<file path="src/hw/sifs_map.svh">
`ifndef SIFS_MAP_SVH
`define SIFS_MAP_SVH

// ------------------------------------------------------------
// structure
// ------------------------------------------------------------
`define SIFS_NUM_GRP        2
`define SIFS_SPR_PER_GRP    2
`define SIFS_NUM_SPR        4
`define SIFS_FIFO_DEPTH     8

// ------------------------------------------------------------
// register byte addresses and fields
// ------------------------------------------------------------
`define SIFS_ADDR_CTRL      8'h00
`define SIFS_ADDR_STAT      8'h04
`define SIFS_ADDR_GRP0      8'h08
`define SIFS_ADDR_SPR0      8'h10
`define SIFS_ADDR_REQCNT    8'h20
`define SIFS_CTRL_EN_BIT    0
`define SIFS_GRP_HDR_LSB    0
`define SIFS_GRP_PAY_LSB    8
`define SIFS_SPR_TYPE_LSB   0
`define SIFS_SPR_SENS_BIT   2
`define SIFS_SPR_EN_BIT     3
`define SIFS_STAT_OVR_BIT   0
`define SIFS_STAT_HAZ_LSB   4
`define SIFS_STAT_FETCH_LSB 8
`define SIFS_STAT_LVL_LSB   12
`define SIFS_LEAD_RST       8'h00

// ------------------------------------------------------------
// timing
// ------------------------------------------------------------
`define SIFS_CLK_PS         10000
`define SIFS_ITER_PS        1041667
`define SIFS_ITER_CYCLES    (`SIFS_ITER_PS / `SIFS_CLK_PS)
`define SIFS_SLOT_ITERS     1280
`define SIFS_FRAME_ITERS    9600
`define SIFS_SUBFRAME_ITERS 1920
`define SIFS_CHUNK_ITERS    16
`define SIFS_HAZ_DIFF_A     8'h08
`define SIFS_HAZ_DIFF_B     8'h10

`endif

</file>
<file path="src/hw/sifs_pkg.sv">
package sifs_pkg;

  // period kind of a spreader; static channels never fetch
  typedef enum logic [1:0] {
    CH_STATIC   = 2'h0,
    CH_SLOT     = 2'h1,
    CH_FRAME    = 2'h2,
    CH_SUBFRAME = 2'h3
  } sifs_chan_e;

  typedef struct packed {
    logic [1:0] spreader;
    logic       isHeader;
    logic [7:0] chunk;
  } sifs_fetch_s;

  typedef struct packed {
    logic [7:0] hdrLead;
    logic [7:0] payLead;
  } sifs_lead_s;

  typedef struct packed {
    logic       enable;
    logic       sensitive;
    sifs_chan_e chanType;
  } sifs_spr_s;

endpackage : sifs_pkg

</file>
<file path="src/hw/sifs_fifo.sv">
`timescale 1ns/1ps
module sifs_fifo #(
  parameter int WIDTH = 8,
  parameter int DEPTH = 8
) (
  input  wire logic                       clk_sys,
  input  wire logic                       rst,
  input  wire logic                       inValid,
  output logic                            inReady,
  input  wire logic [WIDTH-1:0]           inData,
  output logic                            outValid,
  input  wire logic                       outReady,
  output logic      [WIDTH-1:0]           outData,
  output logic      [$clog2(DEPTH+1)-1:0] level
);
  localparam int AW = $clog2(DEPTH);

  logic [WIDTH-1:0]         mem_q [DEPTH];
  logic [AW-1:0]            wrPtr_q;
  logic [AW-1:0]            rdPtr_q;
  logic [$clog2(DEPTH+1)-1:0] cnt_q;
  logic                     push;
  logic                     pop;

  // honest flags straight from the count
  assign inReady  = (cnt_q != DEPTH[$clog2(DEPTH+1)-1:0]);
  assign outValid = (cnt_q != '0);
  assign push     = inValid & inReady;
  assign pop      = outValid & outReady;
  assign outData  = mem_q[rdPtr_q];
  assign level    = cnt_q;

  // storage
  always_ff @(posedge clk_sys) begin
    if (push) begin
      mem_q[wrPtr_q] <= inData;
    end
  end

  // pointers wrap since depth is a power of two
  always_ff @(posedge clk_sys) begin
    if (rst) begin
      wrPtr_q <= '0;
      rdPtr_q <= '0;
      cnt_q   <= '0;
    end else begin
      if (push) wrPtr_q <= wrPtr_q + 1'b1;
      if (pop)  rdPtr_q <= rdPtr_q + 1'b1;
      if (push && !pop) cnt_q <= cnt_q + 1'b1;
      else if (pop && !push) cnt_q <= cnt_q - 1'b1;
    end
  end
endmodule : sifs_fifo

</file>
<file path="src/hw/sifs_tick.sv">
`timescale 1ns/1ps
module sifs_tick #(
  parameter int DIV = 104
) (
  input  wire logic clk_sys,
  input  wire logic rst,
  input  wire logic run,
  output logic      tick
);
  logic [15:0] cnt_q;

  // one-cycle pulse per 4-chip iteration
  always_ff @(posedge clk_sys) begin
    if (rst || !run) begin
      cnt_q <= '0;
      tick  <= 1'b0;
    end else if (cnt_q == 16'(DIV - 1)) begin
      cnt_q <= '0;
      tick  <= 1'b1;
    end else begin
      cnt_q <= cnt_q + 16'h0001;
      tick  <= 1'b0;
    end
  end
endmodule : sifs_tick

</file>
<file path="src/hw/sifs_scheduler.sv">
// How it works
// - only spreaders set to a periodic channel type fetch; static ones never do
// - each period's input is one header then payload; slot, frame or sub-frame
// - payload goes in 64-bit chunks: first before boundary, rest through period
// - header request goes out header-lead 4-chip iterations before boundary
// - first chunk request goes out payload-lead iterations before boundary
// - one header lead and one payload lead per spreader group, shared
// - sensitive channels whose leads differ by 8 or 16 are flagged only; the schedule is unchanged
//
// The APB slave port and the register addresses were decided locally.
`timescale 1ns/1ps
`include "sifs_map.svh"
module sifs_scheduler
  import sifs_pkg::*;
#(
  parameter int SLOT_ITERS     = `SIFS_SLOT_ITERS,
  parameter int FRAME_ITERS    = `SIFS_FRAME_ITERS,
  parameter int SUBFRAME_ITERS = `SIFS_SUBFRAME_ITERS,
  parameter int ITER_CYCLES    = `SIFS_ITER_CYCLES
) (
  input  wire logic                     clk_sys,
  input  wire logic                     rst,
  input  wire logic                     psel,
  input  wire logic                     penable,
  input  wire logic                     pwrite,
  input  wire logic [7:0]               paddr,
  input  wire logic [31:0]              pwdata,
  output logic      [31:0]              prdata,
  output logic                          pready,
  output logic                          pslverr,
  output logic                          fetchValid,
  input  wire logic                     fetchReady,
  output sifs_fetch_s                   fetchReq,
  output logic      [`SIFS_NUM_SPR-1:0] periodStart
);

  // ------------------------------------------------------------
  // registers
  // ------------------------------------------------------------
  logic                     ctrlEn_q;
  sifs_lead_s               lead_q [`SIFS_NUM_GRP];
  sifs_spr_s                spr_q  [`SIFS_NUM_SPR];
  logic                     ovr_q;
  logic [15:0]              reqCnt_q;
  logic [31:0]              prdata_q;
  logic                     wrEn;
  logic                     setup;
  logic                     hit;
  logic [31:0]              rdVal;
  logic                     tick;
  logic [`SIFS_NUM_SPR-1:0] hdrPendV;
  logic [`SIFS_NUM_SPR-1:0] payPendV;
  logic [`SIFS_NUM_SPR-1:0] hazV;
  logic [`SIFS_NUM_SPR-1:0] fetchV;
  logic [`SIFS_NUM_SPR-1:0] ovrV;
  logic [`SIFS_NUM_SPR-1:0] grantHdr;
  logic [`SIFS_NUM_SPR-1:0] grantPay;
  logic [7:0]               payIdxV [`SIFS_NUM_SPR];
  sifs_fetch_s              pushData;
  logic                     pushValid;
  logic                     pushReady;
  logic [3:0]               fifoLevel;
  logic [1:0]               pick;
  logic                     pickHdr;

  // ------------------------------------------------------------
  // apb slave, zero wait states
  // ------------------------------------------------------------
  assign pready  = 1'b1;
  assign setup   = psel & ~penable;
  assign wrEn    = psel & penable & pwrite;
  assign pslverr = psel & penable & ~hit;
  assign prdata  = prdata_q;

  // decode and read mux; unmapped reads give zero
  always_comb begin
    hit   = 1'b1;
    rdVal = 32'h0000_0000;
    unique case (paddr)
      `SIFS_ADDR_CTRL: rdVal[`SIFS_CTRL_EN_BIT] = ctrlEn_q;
      `SIFS_ADDR_STAT: begin
        rdVal[`SIFS_STAT_OVR_BIT] = ovr_q;
        rdVal[`SIFS_STAT_HAZ_LSB +: 4] = hazV;
        rdVal[`SIFS_STAT_FETCH_LSB +: 4] = fetchV;
        rdVal[`SIFS_STAT_LVL_LSB +: 4] = fifoLevel;
      end
      `SIFS_ADDR_GRP0, `SIFS_ADDR_GRP0 + 8'h04: begin
        rdVal[`SIFS_GRP_HDR_LSB +: 8] = lead_q[paddr[2]].hdrLead;
        rdVal[`SIFS_GRP_PAY_LSB +: 8] = lead_q[paddr[2]].payLead;
      end
      `SIFS_ADDR_SPR0, `SIFS_ADDR_SPR0 + 8'h04,
      `SIFS_ADDR_SPR0 + 8'h08, `SIFS_ADDR_SPR0 + 8'h0C: begin
        rdVal[`SIFS_SPR_TYPE_LSB +: 2] = spr_q[paddr[3:2]].chanType;
        rdVal[`SIFS_SPR_SENS_BIT] = spr_q[paddr[3:2]].sensitive;
        rdVal[`SIFS_SPR_EN_BIT] = spr_q[paddr[3:2]].enable;
      end
      `SIFS_ADDR_REQCNT: rdVal[15:0] = reqCnt_q;
      default: hit = 1'b0;
    endcase
  end

  // read data captured in the setup phase so it is a flop output
  always_ff @(posedge clk_sys) begin
    if (rst) begin
      prdata_q <= 32'h0000_0000;
    end else if (setup && !pwrite) begin
      prdata_q <= rdVal;
    end
  end

  // control and per-group lead settings
  always_ff @(posedge clk_sys) begin
    if (rst) begin
      ctrlEn_q <= 1'b0;
      for (int g = 0; g < `SIFS_NUM_GRP; g++) begin
        lead_q[g] <= '{hdrLead: `SIFS_LEAD_RST, payLead: `SIFS_LEAD_RST};
      end
    end else if (wrEn) begin
      if (paddr == `SIFS_ADDR_CTRL) ctrlEn_q <= pwdata[`SIFS_CTRL_EN_BIT];
      if (paddr == `SIFS_ADDR_GRP0 || paddr == `SIFS_ADDR_GRP0 + 8'h04) begin
        lead_q[paddr[2]].hdrLead <= pwdata[`SIFS_GRP_HDR_LSB +: 8];
        lead_q[paddr[2]].payLead <= pwdata[`SIFS_GRP_PAY_LSB +: 8];
      end
    end
  end

  // spreader setup registers
  always_ff @(posedge clk_sys) begin
    if (rst) begin
      for (int s = 0; s < `SIFS_NUM_SPR; s++) begin
        spr_q[s] <= '{enable: 1'b0, sensitive: 1'b0, chanType: CH_STATIC};
      end
    end else if (wrEn && paddr[7:4] == 4'(`SIFS_ADDR_SPR0 >> 4) && paddr[1:0] == 2'h0) begin
      spr_q[paddr[3:2]].chanType  <= sifs_chan_e'(pwdata[`SIFS_SPR_TYPE_LSB +: 2]);
      spr_q[paddr[3:2]].sensitive <= pwdata[`SIFS_SPR_SENS_BIT];
      spr_q[paddr[3:2]].enable    <= pwdata[`SIFS_SPR_EN_BIT];
    end
  end

  // overrun flag: write one to clear, a new overrun in the same cycle wins
  always_ff @(posedge clk_sys) begin
    if (rst) begin
      ovr_q <= 1'b0;
    end else if (|ovrV) begin
      ovr_q <= 1'b1;
    end else if (wrEn && paddr == `SIFS_ADDR_STAT && pwdata[`SIFS_STAT_OVR_BIT]) begin
      ovr_q <= 1'b0;
    end
  end

  // count of requests accepted into the request fifo toward the memory side
  always_ff @(posedge clk_sys) begin
    if (rst) begin
      reqCnt_q <= 16'h0000;
    end else if (pushValid && pushReady) begin
      reqCnt_q <= reqCnt_q + 16'h0001;
    end
  end

  // ------------------------------------------------------------
  // iteration timebase
  // ------------------------------------------------------------
  sifs_tick #(
    .DIV (ITER_CYCLES)
  ) u_tick (
    .clk_sys (clk_sys),
    .rst     (rst),
    .run     (ctrlEn_q),
    .tick    (tick)
  );

  // period length in iterations for each channel kind
  function automatic logic [13:0] periodOf(input sifs_chan_e t);
    unique case (t)
      CH_SLOT:     periodOf = 14'(SLOT_ITERS);
      CH_FRAME:    periodOf = 14'(FRAME_ITERS);
      CH_SUBFRAME: periodOf = 14'(SUBFRAME_ITERS);
      CH_STATIC:   periodOf = 14'h0001;
    endcase
  endfunction : periodOf

  // ------------------------------------------------------------
  // per-spreader schedulers
  // ------------------------------------------------------------
  for (genvar s = 0; s < `SIFS_NUM_SPR; s++) begin : g_spr
    localparam int G = s / `SIFS_SPR_PER_GRP;
    logic [13:0] pos_q;
    logic [13:0] nextPos;
    logic [13:0] period;
    logic [7:0]  chunk_q;
    logic [7:0]  tmr_q;
    logic [7:0]  diff;
    logic        active_q;
    logic        inPeriod_q;
    logic        hdrPend_q;
    logic        payPend_q;
    logic [7:0]  payIdx_q;
    logic        hdrEvt;
    logic        firstEvt;
    logic        chunkEvt;
    logic        bndEvt;
    logic        fetching;
    logic        bnd_q;

    assign fetching = ctrlEn_q & spr_q[s].enable & (spr_q[s].chanType != CH_STATIC);
    assign period   = periodOf(spr_q[s].chanType);
    assign nextPos  = (pos_q == 14'h0000) ? period - 14'h0001 : pos_q - 14'h0001;
    assign hdrEvt   = active_q & tick & (nextPos == {6'h00, lead_q[G].hdrLead});
    assign firstEvt = active_q & tick & (nextPos == {6'h00, lead_q[G].payLead});
    assign bndEvt   = active_q & tick & (nextPos == 14'h0000);
    // later chunks stop before the next period's first one, so they never collide
    assign chunkEvt = inPeriod_q & tick & ~bndEvt
                    & (tmr_q == 8'(`SIFS_CHUNK_ITERS - 1))
                    & (nextPos > {6'h00, lead_q[G].payLead});

    // position counts down iterations to the next boundary
    always_ff @(posedge clk_sys) begin
      if (rst || !fetching) begin
        active_q <= 1'b0;
        pos_q    <= 14'h0000;
      end else if (!active_q) begin
        active_q <= 1'b1;
        pos_q    <= period - 14'h0001;
      end else if (tick) begin
        pos_q <= nextPos;
      end
    end

    // chunk pacing through the period
    always_ff @(posedge clk_sys) begin
      if (rst || !fetching) begin
        inPeriod_q <= 1'b0;
        tmr_q      <= 8'h00;
        chunk_q    <= 8'h00;
      end else begin
        if (bndEvt) begin
          inPeriod_q <= 1'b1;
          tmr_q      <= 8'h00;
        end else if (firstEvt) begin
          inPeriod_q <= 1'b0;
        end else if (inPeriod_q && tick) begin
          tmr_q <= (tmr_q == 8'(`SIFS_CHUNK_ITERS - 1)) ? 8'h00 : tmr_q + 8'h01;
        end
        if (firstEvt) chunk_q <= 8'h00;
        else if (chunkEvt) chunk_q <= chunk_q + 8'h01;
      end
    end

    // pending requests wait for the arbiter; header of a period before its payload
    always_ff @(posedge clk_sys) begin
      if (rst || !fetching) begin
        hdrPend_q <= 1'b0;
        payPend_q <= 1'b0;
        payIdx_q  <= 8'h00;
      end else begin
        if (hdrEvt) hdrPend_q <= 1'b1;
        else if (grantHdr[s]) hdrPend_q <= 1'b0;
        if (firstEvt) begin
          payPend_q <= 1'b1;
          payIdx_q  <= 8'h00;
        end else if (chunkEvt) begin
          payPend_q <= 1'b1;
          payIdx_q  <= chunk_q + 8'h01;
        end else if (grantPay[s]) begin
          payPend_q <= 1'b0;
        end
      end
    end

    // boundary strobe to the spreader
    always_ff @(posedge clk_sys) begin
      if (rst) bnd_q <= 1'b0;
      else bnd_q <= bndEvt;
    end

    // a lead difference of 8 or 16 is flagged only; the schedule stays exact
    assign diff = (lead_q[G].hdrLead > lead_q[G].payLead) ?
                  lead_q[G].hdrLead - lead_q[G].payLead :
                  lead_q[G].payLead - lead_q[G].hdrLead;
    assign hazV[s] = fetching & spr_q[s].sensitive
                   & (diff == `SIFS_HAZ_DIFF_A || diff == `SIFS_HAZ_DIFF_B);

    assign hdrPendV[s]    = hdrPend_q;
    assign payPendV[s]    = payPend_q;
    assign payIdxV[s]     = payIdx_q;
    assign fetchV[s]      = fetching;
    assign periodStart[s] = bnd_q;
    assign ovrV[s] = (hdrEvt & hdrPend_q & ~grantHdr[s])
                   | ((firstEvt | chunkEvt) & payPend_q & ~grantPay[s]);
  end

  // ------------------------------------------------------------
  // arbiter: headers first, then lowest spreader index
  // ------------------------------------------------------------
  always_comb begin
    pick      = 2'h0;
    pickHdr   = 1'b0;
    pushValid = 1'b0;
    for (int i = `SIFS_NUM_SPR - 1; i >= 0; i--) begin
      if (payPendV[i]) begin
        pick      = 2'(i);
        pushValid = 1'b1;
      end
    end
    for (int i = `SIFS_NUM_SPR - 1; i >= 0; i--) begin
      if (hdrPendV[i]) begin
        pick      = 2'(i);
        pickHdr   = 1'b1;
        pushValid = 1'b1;
      end
    end
  end

  assign pushData.spreader = pick;
  assign pushData.isHeader = pickHdr;
  assign pushData.chunk    = pickHdr ? 8'h00 : payIdxV[pick];

  // grants only when the fifo accepts, so a full fifo leaves requests pending while the schedulers keep counting
  always_comb begin
    grantHdr = '0;
    grantPay = '0;
    if (pushValid && pushReady) begin
      grantHdr[pick] = pickHdr;
      grantPay[pick] = ~pickHdr;
    end
  end

  // ------------------------------------------------------------
  // request fifo toward the memory system
  // ------------------------------------------------------------
  sifs_fifo #(
    .WIDTH ($bits(sifs_fetch_s)),
    .DEPTH (`SIFS_FIFO_DEPTH)
  ) u_fifo (
    .clk_sys  (clk_sys),
    .rst      (rst),
    .inValid  (pushValid),
    .inReady  (pushReady),
    .inData   (pushData),
    .outValid (fetchValid),
    .outReady (fetchReady),
    .outData  (fetchReq),
    .level    (fifoLevel)
  );

endmodule : sifs_scheduler

</file>
<file path="config.mk">
export PLATFORM = sky130hd
export DESIGN_NAME = sifs_scheduler
export DESIGN_NICKNAME = d
export VERILOG_FILES = /design/src/hw/sifs_pkg.sv /design/src/hw/sifs_fifo.sv /design/src/hw/sifs_tick.sv /design/src/hw/sifs_scheduler.sv
export VERILOG_INCLUDE_DIRS = /design/src /design/src/hw
export SDC_FILE = /design/constraint.sdc
export NUM_CORES = 1
export LEC_CHECK = 0
export ABC_CLOCK_PERIOD_IN_PS = 4400
export BUFFER_PORTS_ARGS = -buffer_cell sky130_fd_sc_hd__buf_2
export CORE_ASPECT_RATIO = 0.5
export CORE_MARGIN = 4
export CORE_UTILIZATION = 40
export CTS_BUF_LIST = sky130_fd_sc_hd__clkbuf_16
export DETAILED_ROUTE_END_ITERATION = 12
export SETUP_SLACK_MARGIN = 0.05
export SLEW_MARGIN = 10
export SYNTH_ARGS = -nofsm -noshare
export SYNTH_HDL_FRONTEND = slang
export SYNTH_SLANG_ARGS = --single-unit
</file>
<file path="constraint.sdc">
create_clock -name clk_sys -period 4.4 [get_ports clk_sys]
set_input_delay 1.1 -clock clk_sys [delete_from_list [all_inputs] [get_ports clk_sys]]
set_output_delay 1.1 -clock clk_sys [all_outputs]
set_load 0.005 [all_outputs]
</file>
==> flow_summary.toml, run 1 <==
[worst_hold_path]
min_from = "u_tick.cnt_q[0]"
hold_depth = 1
hp-class = "reg2reg"
min_to = "u_tick.cnt_q[0]"

[timing]
period_minus_slack_ps = 4080
max_slew_margin_pct = 24.3
tns_ps = 0
finalWorstSetupSlack_ps = 315
finalHoldViolations = 0
fin_skew_ps = 14.3
fin_crit_sh_pct = 92.8
whs_ps = 451
setup_violations = 0
rsz0062_at_grt = "false"
max_freq_mhz = 245
worst_pin_slew_ps = 1130
slew_viol_final = 0

[critical_path]
required_ps = 4870
path_class = "reg2reg"
arrival_ps = 4560
max_stage_delay_ps = 640
worst-r2r-cell-count = 16
timing.rr.end = "g_spr[2].payIdx_q[7]"
cp_max_fo = 7
worstSetupEndpointType = "register"
path_cells = "inv_1 -> ha_1 -> or4b_1 -> nor2_2 -> nand4_1 -> nand2_1 -> inv_1 -> ha_1 -> nand2_1 -> a211o_1 -> a21oi_1 -> o41ai_1 -> a21oi_2 -> nand3_1 -> or4_1 -> a21oi_1"
cp.depth = 16
cp_top_family = "simple AND/OR/NAND/NOR gates"
worst_path_max_delay_cell = "or4b_1"
regToRegSetupSlack_ps = 320
r2r_start = "g_spr[2].pos_q[0]"
cp-start-kind = "register"
crit_buf_inv = 2

[drt]
wl_per_cell_um = 19.1
routed_via_density = 5.72
detail-route-antenna-nets = 0
routed_wirelength_mm = 55.2
num_vias = 16500
drt_iter0_drc = 1338
drc = 0
drt-pass1-iter-count = 5

[finish]
post-route-cell-area_um2 = 22400
area_delta_synth_final_pct = 12.5
layout_common_cells = "244 x nor2_1, 203 x dfxtp_1, 152 x nand2_1"
drive_gt1_share_pct = 13.6
final_common_cell = "nor2_1"
nets = 2345
diodes = 0

[power]
power_w = 0.00694
power_density_nw_per_um2 = 310
ir_drop_mv = 0.237
p_leak_nw = 7.98

[clock_network]
ctsLongestPathBuffers = 3
cts_tree = "done"
clockRootBuffer = "clkbuf_16"
cts_hold_buffers = 0
clock_latency_ps = 540
cts_sinks = 340
clk_pin_slew_ps = 70
cts_buffers = 35
cts_max_level = 2

[run_status]
status = "completed"

[global_routing]
grt_pass1_vias = 15400
antenna_found_initial = 0
grt_max_degree = 68
overflow = 0
grt_pass1_wl_mm = 86.5
grtUsageTotal_pct = 20.0

[synthesis]
postSynthCellCount = 2140
async_flop_share_pct = 0
synth_cell_type_count = 94
avgSynthCellArea_um2 = 9.29
synth_edf_count = 136
synth_area_um2 = 19900
ys.flop_type = "dfxtp_1"
ys_seq_area_share_pct = 41.1
ys_ff_latch = 340
yosys_warnings = 0

[die]
die_w_um = 323
fp.dieH_um = 166
pin_count = 96
core_um2 = 48900
initial_core_util_pct = 40.7
fp-row-count = 57
die-area_um2 = 53600

[job]
cap_violations = 0

[placed_design]
post-dp-hpwl_mm = 40.2
portBuffers = 62
placedInstanceArea_um2 = 21200
dp_slack_ps = 275
gp_congestion = 0.934
## stage by stage
stage                     cells  util [%]
final                      2893      45.8
after floorplan            2155         -
after CTS                  2891      45.8
after global routing       2893      45.8
after detailed placement   2827      43.4
after global placement     2827      43.4
## cell usage after synthesis (all sizes together) (6+ instances only)
cell / count / area, um^2
nor2: 246 / 923
and4: 9 / 78.8
o211ai: 22 / 165
inv: 73 / 274
a31oi: 18 / 113
clkbuf: 76 / 285
a22oi: 6 / 45.0
xnor2: 48 / 420
o31ai: 10 / 75.1
a21oi: 148 / 752
a221oi: 12 / 105
or3: 32 / 201
nand3: 62 / 310
o21ai: 74 / 370
or4: 12 / 93.8
mux2: 23 / 259
ha: 81 / 1010
o41ai: 6 / 52.6
nand2: 152 / 571
nand4: 62 / 388
a21o: 9 / 67.6
a21boi: 6 / 45.1
and2: 60 / 375
dfxtp: 204 / 4080
and3: 30 / 188
nor2b: 21 / 131
edfxtp: 136 / 4080
nor3b: 16 / 120
mux4: 26 / 586
a211oi: 30 / 238
nor3: 60 / 305
buf: 43 / 265
or2: 16 / 100
xor2: 74 / 648
nor4b: 10 / 93.8
nand2b: 10 / 62.6
mux2i: 71 / 711
nor4: 38 / 308
o21bai: 7 / 52.6
o21a: 10 / 75.1
## worst reg2reg max path: cells and delay by family (launching register included)
kind	cells	cell delay, ps
buffers and inverters	2	150
flip-flops	1	350
AO/OA/AOI/OAI	5	970
AND/OR/NAND/NOR	7	2070
adder cells (fa/ha/maj)	2	480
## registers in the layout, summed over array words and instances (netlist names), 32 cells and up, named ones only
name            flops
g_spr.tmr_q        32
u_fifo.mem_q       88
lead_q             32
g_spr.pos_q        56
g_spr.payIdx_q     32
## cells by family after synthesis
logic type,synth area share (%)
mux,7.82
compound gates,14.0
fa+ha+maj,5.20
buf+inv,4.15
other cells,0.0378
simple gates,22.3
xor+xnor,5.49
flops,41.1
## timing repair
action                                 CTS  global route
setup buffers                            0             2
setup endpoints to repair                0             7
endpoints found under the hold margin    0             0
resized for setup                        0             3
## layer usage
metal / track usage [%] / part of all wire, %
met1: 29.2 / 48
met5: 0 / 0
met4: 4.35 / 1.8
met2: 30.8 / 44
met3: 3.71 / 6.7
## power breakdown
part | switching [W] | internal (W) | total [W]
Sequential | 0.0000423 | 0.00328 | 0.00332
Combinational | 0.000313 | 0.000204 | 0.000517
Clock | 0.00132 | 0.00178 | 0.00310
## worst max path at each step
| stage | startpoint | to | slack, ps |
|---|---|---|---|
| after floorplan | g_spr[1].pos_q[0] | ovr_q | 410 |
| after global placement | g_spr[2].pos_q[0] | g_spr[2].payIdx_q[7] | 340 |
| after detailed placement | g_spr[2].pos_q[0] | g_spr[2].payIdx_q[7] | 270 |
| after CTS | g_spr[2].pos_q[0] | g_spr[2].payIdx_q[7] | 260 |
| after global routing | g_spr[0].pos_q[0] | g_spr[0].payIdx_q[5] | 60 |
| final | g_spr[2].pos_q[0] | g_spr[2].payIdx_q[7] | 320 |
## layout make-up
| type | count | area, um^2 |
|---|---|---|
| clock buffer | 37 | 926 |
| tap | 649 | 812 |
| sequential | 340 | 8170 |
| fill | 4687 | 26500 |
| multi-input combinational | 1623 | 11000 |
| inverter | 73 | 274 |
| timing repair buffer | 144 | 926 |
| clock inverter | 27 | 250 |
Power figures use the tool's default switching activity.
==> inputs of run 2 (changes only) <==
--- a/config.mk
+++ b/config.mk
@@ -20 +20,2 @@
 export SYNTH_SLANG_ARGS = --single-unit
+export TNS_END_PERCENT = 100
==> constraint.sdc (replaced) <==
create_clock -name clk_sys -period 4.4 [get_ports clk_sys]
set_input_delay 0.44 -clock clk_sys [delete_from_list [all_inputs] [get_ports clk_sys]]
set_output_delay 0.44 -clock clk_sys [all_outputs]
set_load 0.005 [all_outputs]
==> run 2 against run 1 <==
  * Wire length down 1.2%
  * Via count is 1.3% lower
  * Non-clock buffer count fell by 13
  * Clock skew rose by 5.6 ps
  * Maximum frequency shrank 0.32%
  * Total power down 3.1%
  * Critical path type unchanged
  * Sequential power barely moved
  * Die area unchanged
  * Core utilization decreased by 0.38 points
  * Highest routed layer unchanged
  * Worst hold slack got worse by 260 ps
  * Design area shrank 0.83%
  * First-iteration DRC count up 10%
==> flow_summary.toml, run 2 (synthesized netlist as in run 1, its figures left out) <==
[run_status]
status = "completed"

[timing]
max_slew_margin_pct = 25.5
worst_pin_slew_ps = 1110
fin_crit_sh_pct = 93.1
fin_skew_ps = 19.9
slew_viol_final = 0
rsz0062_at_grt = "true"
setup_violations = 0
period_minus_slack_ps = 4100
max_freq_mhz = 244
tns_ps = 0
finalHoldViolations = 0

[die]
pin_count = 96
initial_core_util_pct = 40.7
fp-row-count = 57
fp.dieH_um = 166
die-area_um2 = 53600
die_w_um = 323
core_um2 = 48900

[critical_path]
arrival_ps = 4570
worst_path_max_delay_cell = "or4b_1"
r2r_start = "g_spr[2].pos_q[0]"
cp_max_fo = 7
path_class = "reg2reg"
path_cells = "inv_1 -> ha_1 -> or4b_1 -> nor2_1 -> nand4_1 -> nand2_1 -> inv_1 -> ha_1 -> nand2_1 -> a211o_1 -> a21oi_1 -> o41ai_1 -> a21oi_2 -> nand3_1 -> or4_1 -> a21oi_1"
cp-start-kind = "register"
worstSetupEndpointType = "register"
required_ps = 4870
max_stage_delay_ps = 620
critPathLaunch = "g_spr[2].pos_q[0]"

[power]
p_leak_nw = 7.90
ir_drop_mv = 0.248
netSwitchingFraction_pct = 24.4
power_frac_seq_pct = 49.4
power_density_nw_per_um2 = 303
pwr-share-clk_pct = 43.0
p_int_w = 0.00509
p_sw_w = 0.00164
pwr-share-comb_pct = 7.5

[clock_network]
cts_max_level = 2
ctsLongestPathBuffers = 3
clockRootBuffer = "clkbuf_16"
cts_sinks = 340
cts_buffers = 34
clk_pin_slew_ps = 70
cts_tree = "done"
clock_latency_ps = 540

[finish]
nets = 2331
top_register = "u_fifo.mem_q"
drive_gt1_share_pct = 12.6
reg_top3 = "u_fifo.mem_q: 88 flops, g_spr.pos_q: 56 flops"
final_common_cell = "nor2_1"
area_delta_synth_final_pct = 11.6
post-route-cell-area_um2 = 22200
diodes = 0
layout_common_cells = "246 x nor2_1, 203 x dfxtp_1, 152 x nand2_1"
largest_register_ffs = 88

[global_routing]
grt_pass1_vias = 15400
overflow = 0
grt_pass1_wl_mm = 86.7
grt_max_degree = 69
grtUsageTotal_pct = 20.0
antenna_found_initial = 0

[job]
cap_violations = 0

[drt]
wl_per_cell_um = 18.9
routed_via_density = 5.67
drt-pass1-iter-count = 5
drc = 0
detail-route-antenna-nets = 0
routed_wirelength_mm = 54.5
drt_iter0_drc = 1478
num_vias = 16300

[worst_hold_path]
hp-class = "in2reg"
min_from = "pwdata[9]"

[placed_design]
gp_congestion = 0.925
post-dp-hpwl_mm = 39.7
placedInstanceArea_um2 = 21100
portBuffers = 62
## run 2: cell types whose count changed in the layout (fill, tap and decap cells not counted), moves of 2 or more
cell	change
inv_1	+7
clkinv_2	-5
clkinv_1	+2
nor2_2	-2
inv_6	-3
nor2_1	+2
buf_4	-13
bufinv_16	-2
## run 2: layout make-up
class / instances / area, um^2
sequential: 340 / 8170
tap: 649 / 812
timing repair buffer: 131 / 828
inverter: 73 / 274
fill: 4647 / 26700
clock inverter: 26 / 184
multi-input combinational: 1623 / 11000
clock buffer: 36 / 901
## run 2: worst max-delay path: cells and delay by family (launching register included)
family	cells	cell delay, ps
fa+ha+maj	2	480
flops	1	360
compound gates	5	950
simple gates	7	2060
buf+inv	2	160
## run 2: power groups by stage
stage	clock (W)	sequential, W	combinational, W
3_5_place_dp	0	0.00339	0.000497
3_3_place_gp	0	0.00339	0.000492
4_1_cts	0.00296	0.00332	0.000500
6_report	0.00289	0.00332	0.000506
2_1_floorplan	0	0.00337	0.000363
5_1_grt	0.00310	0.00332	0.000565
## run 2: worst paths after layout
kind	cells after the start	to	slack [ps]
max reg2reg	16	g_spr[2].payIdx_q[7]	300
max	16	g_spr[2].payIdx_q[7]	300
min	2	lead_q[1][1]	190
min reg2reg	1	u_tick.cnt_q[0]	450
## run 2: through the flow
stage / hold slack [ps] / total power, W / setup slack (ps) / utilization (%) / std cells
detailed placement: 443 / 0.00389 / 298 / 43.1 / 2813
global route: 193 / 0.00699 / 6.81 / 45.4 / 2878
finish: 195 / 0.00672 / 302 / 45.4 / 2878
global placement: 430 / 0.00388 / 325 / 43.1 / 2813
CTS: 180 / 0.00679 / 288 / 45.4 / 2875
floorplan: 418 / 0.00373 / 411 / - / 2155
## run 2: routing by layer
metal	up-vias	GRT usage, %	wire [um]
li1	7974	-	-
met1	7847	29.4	26100
met2	423	30.8	23800
met3	86	3.61	3480
met4	0	4.47	1090
met5	-	0	0
## run 2: repair_timing
item,in CTS,in global routing
setup buffers,0,3
setup endpoints to repair,0,10
resized for setup,0,2
hold buffers,0,0
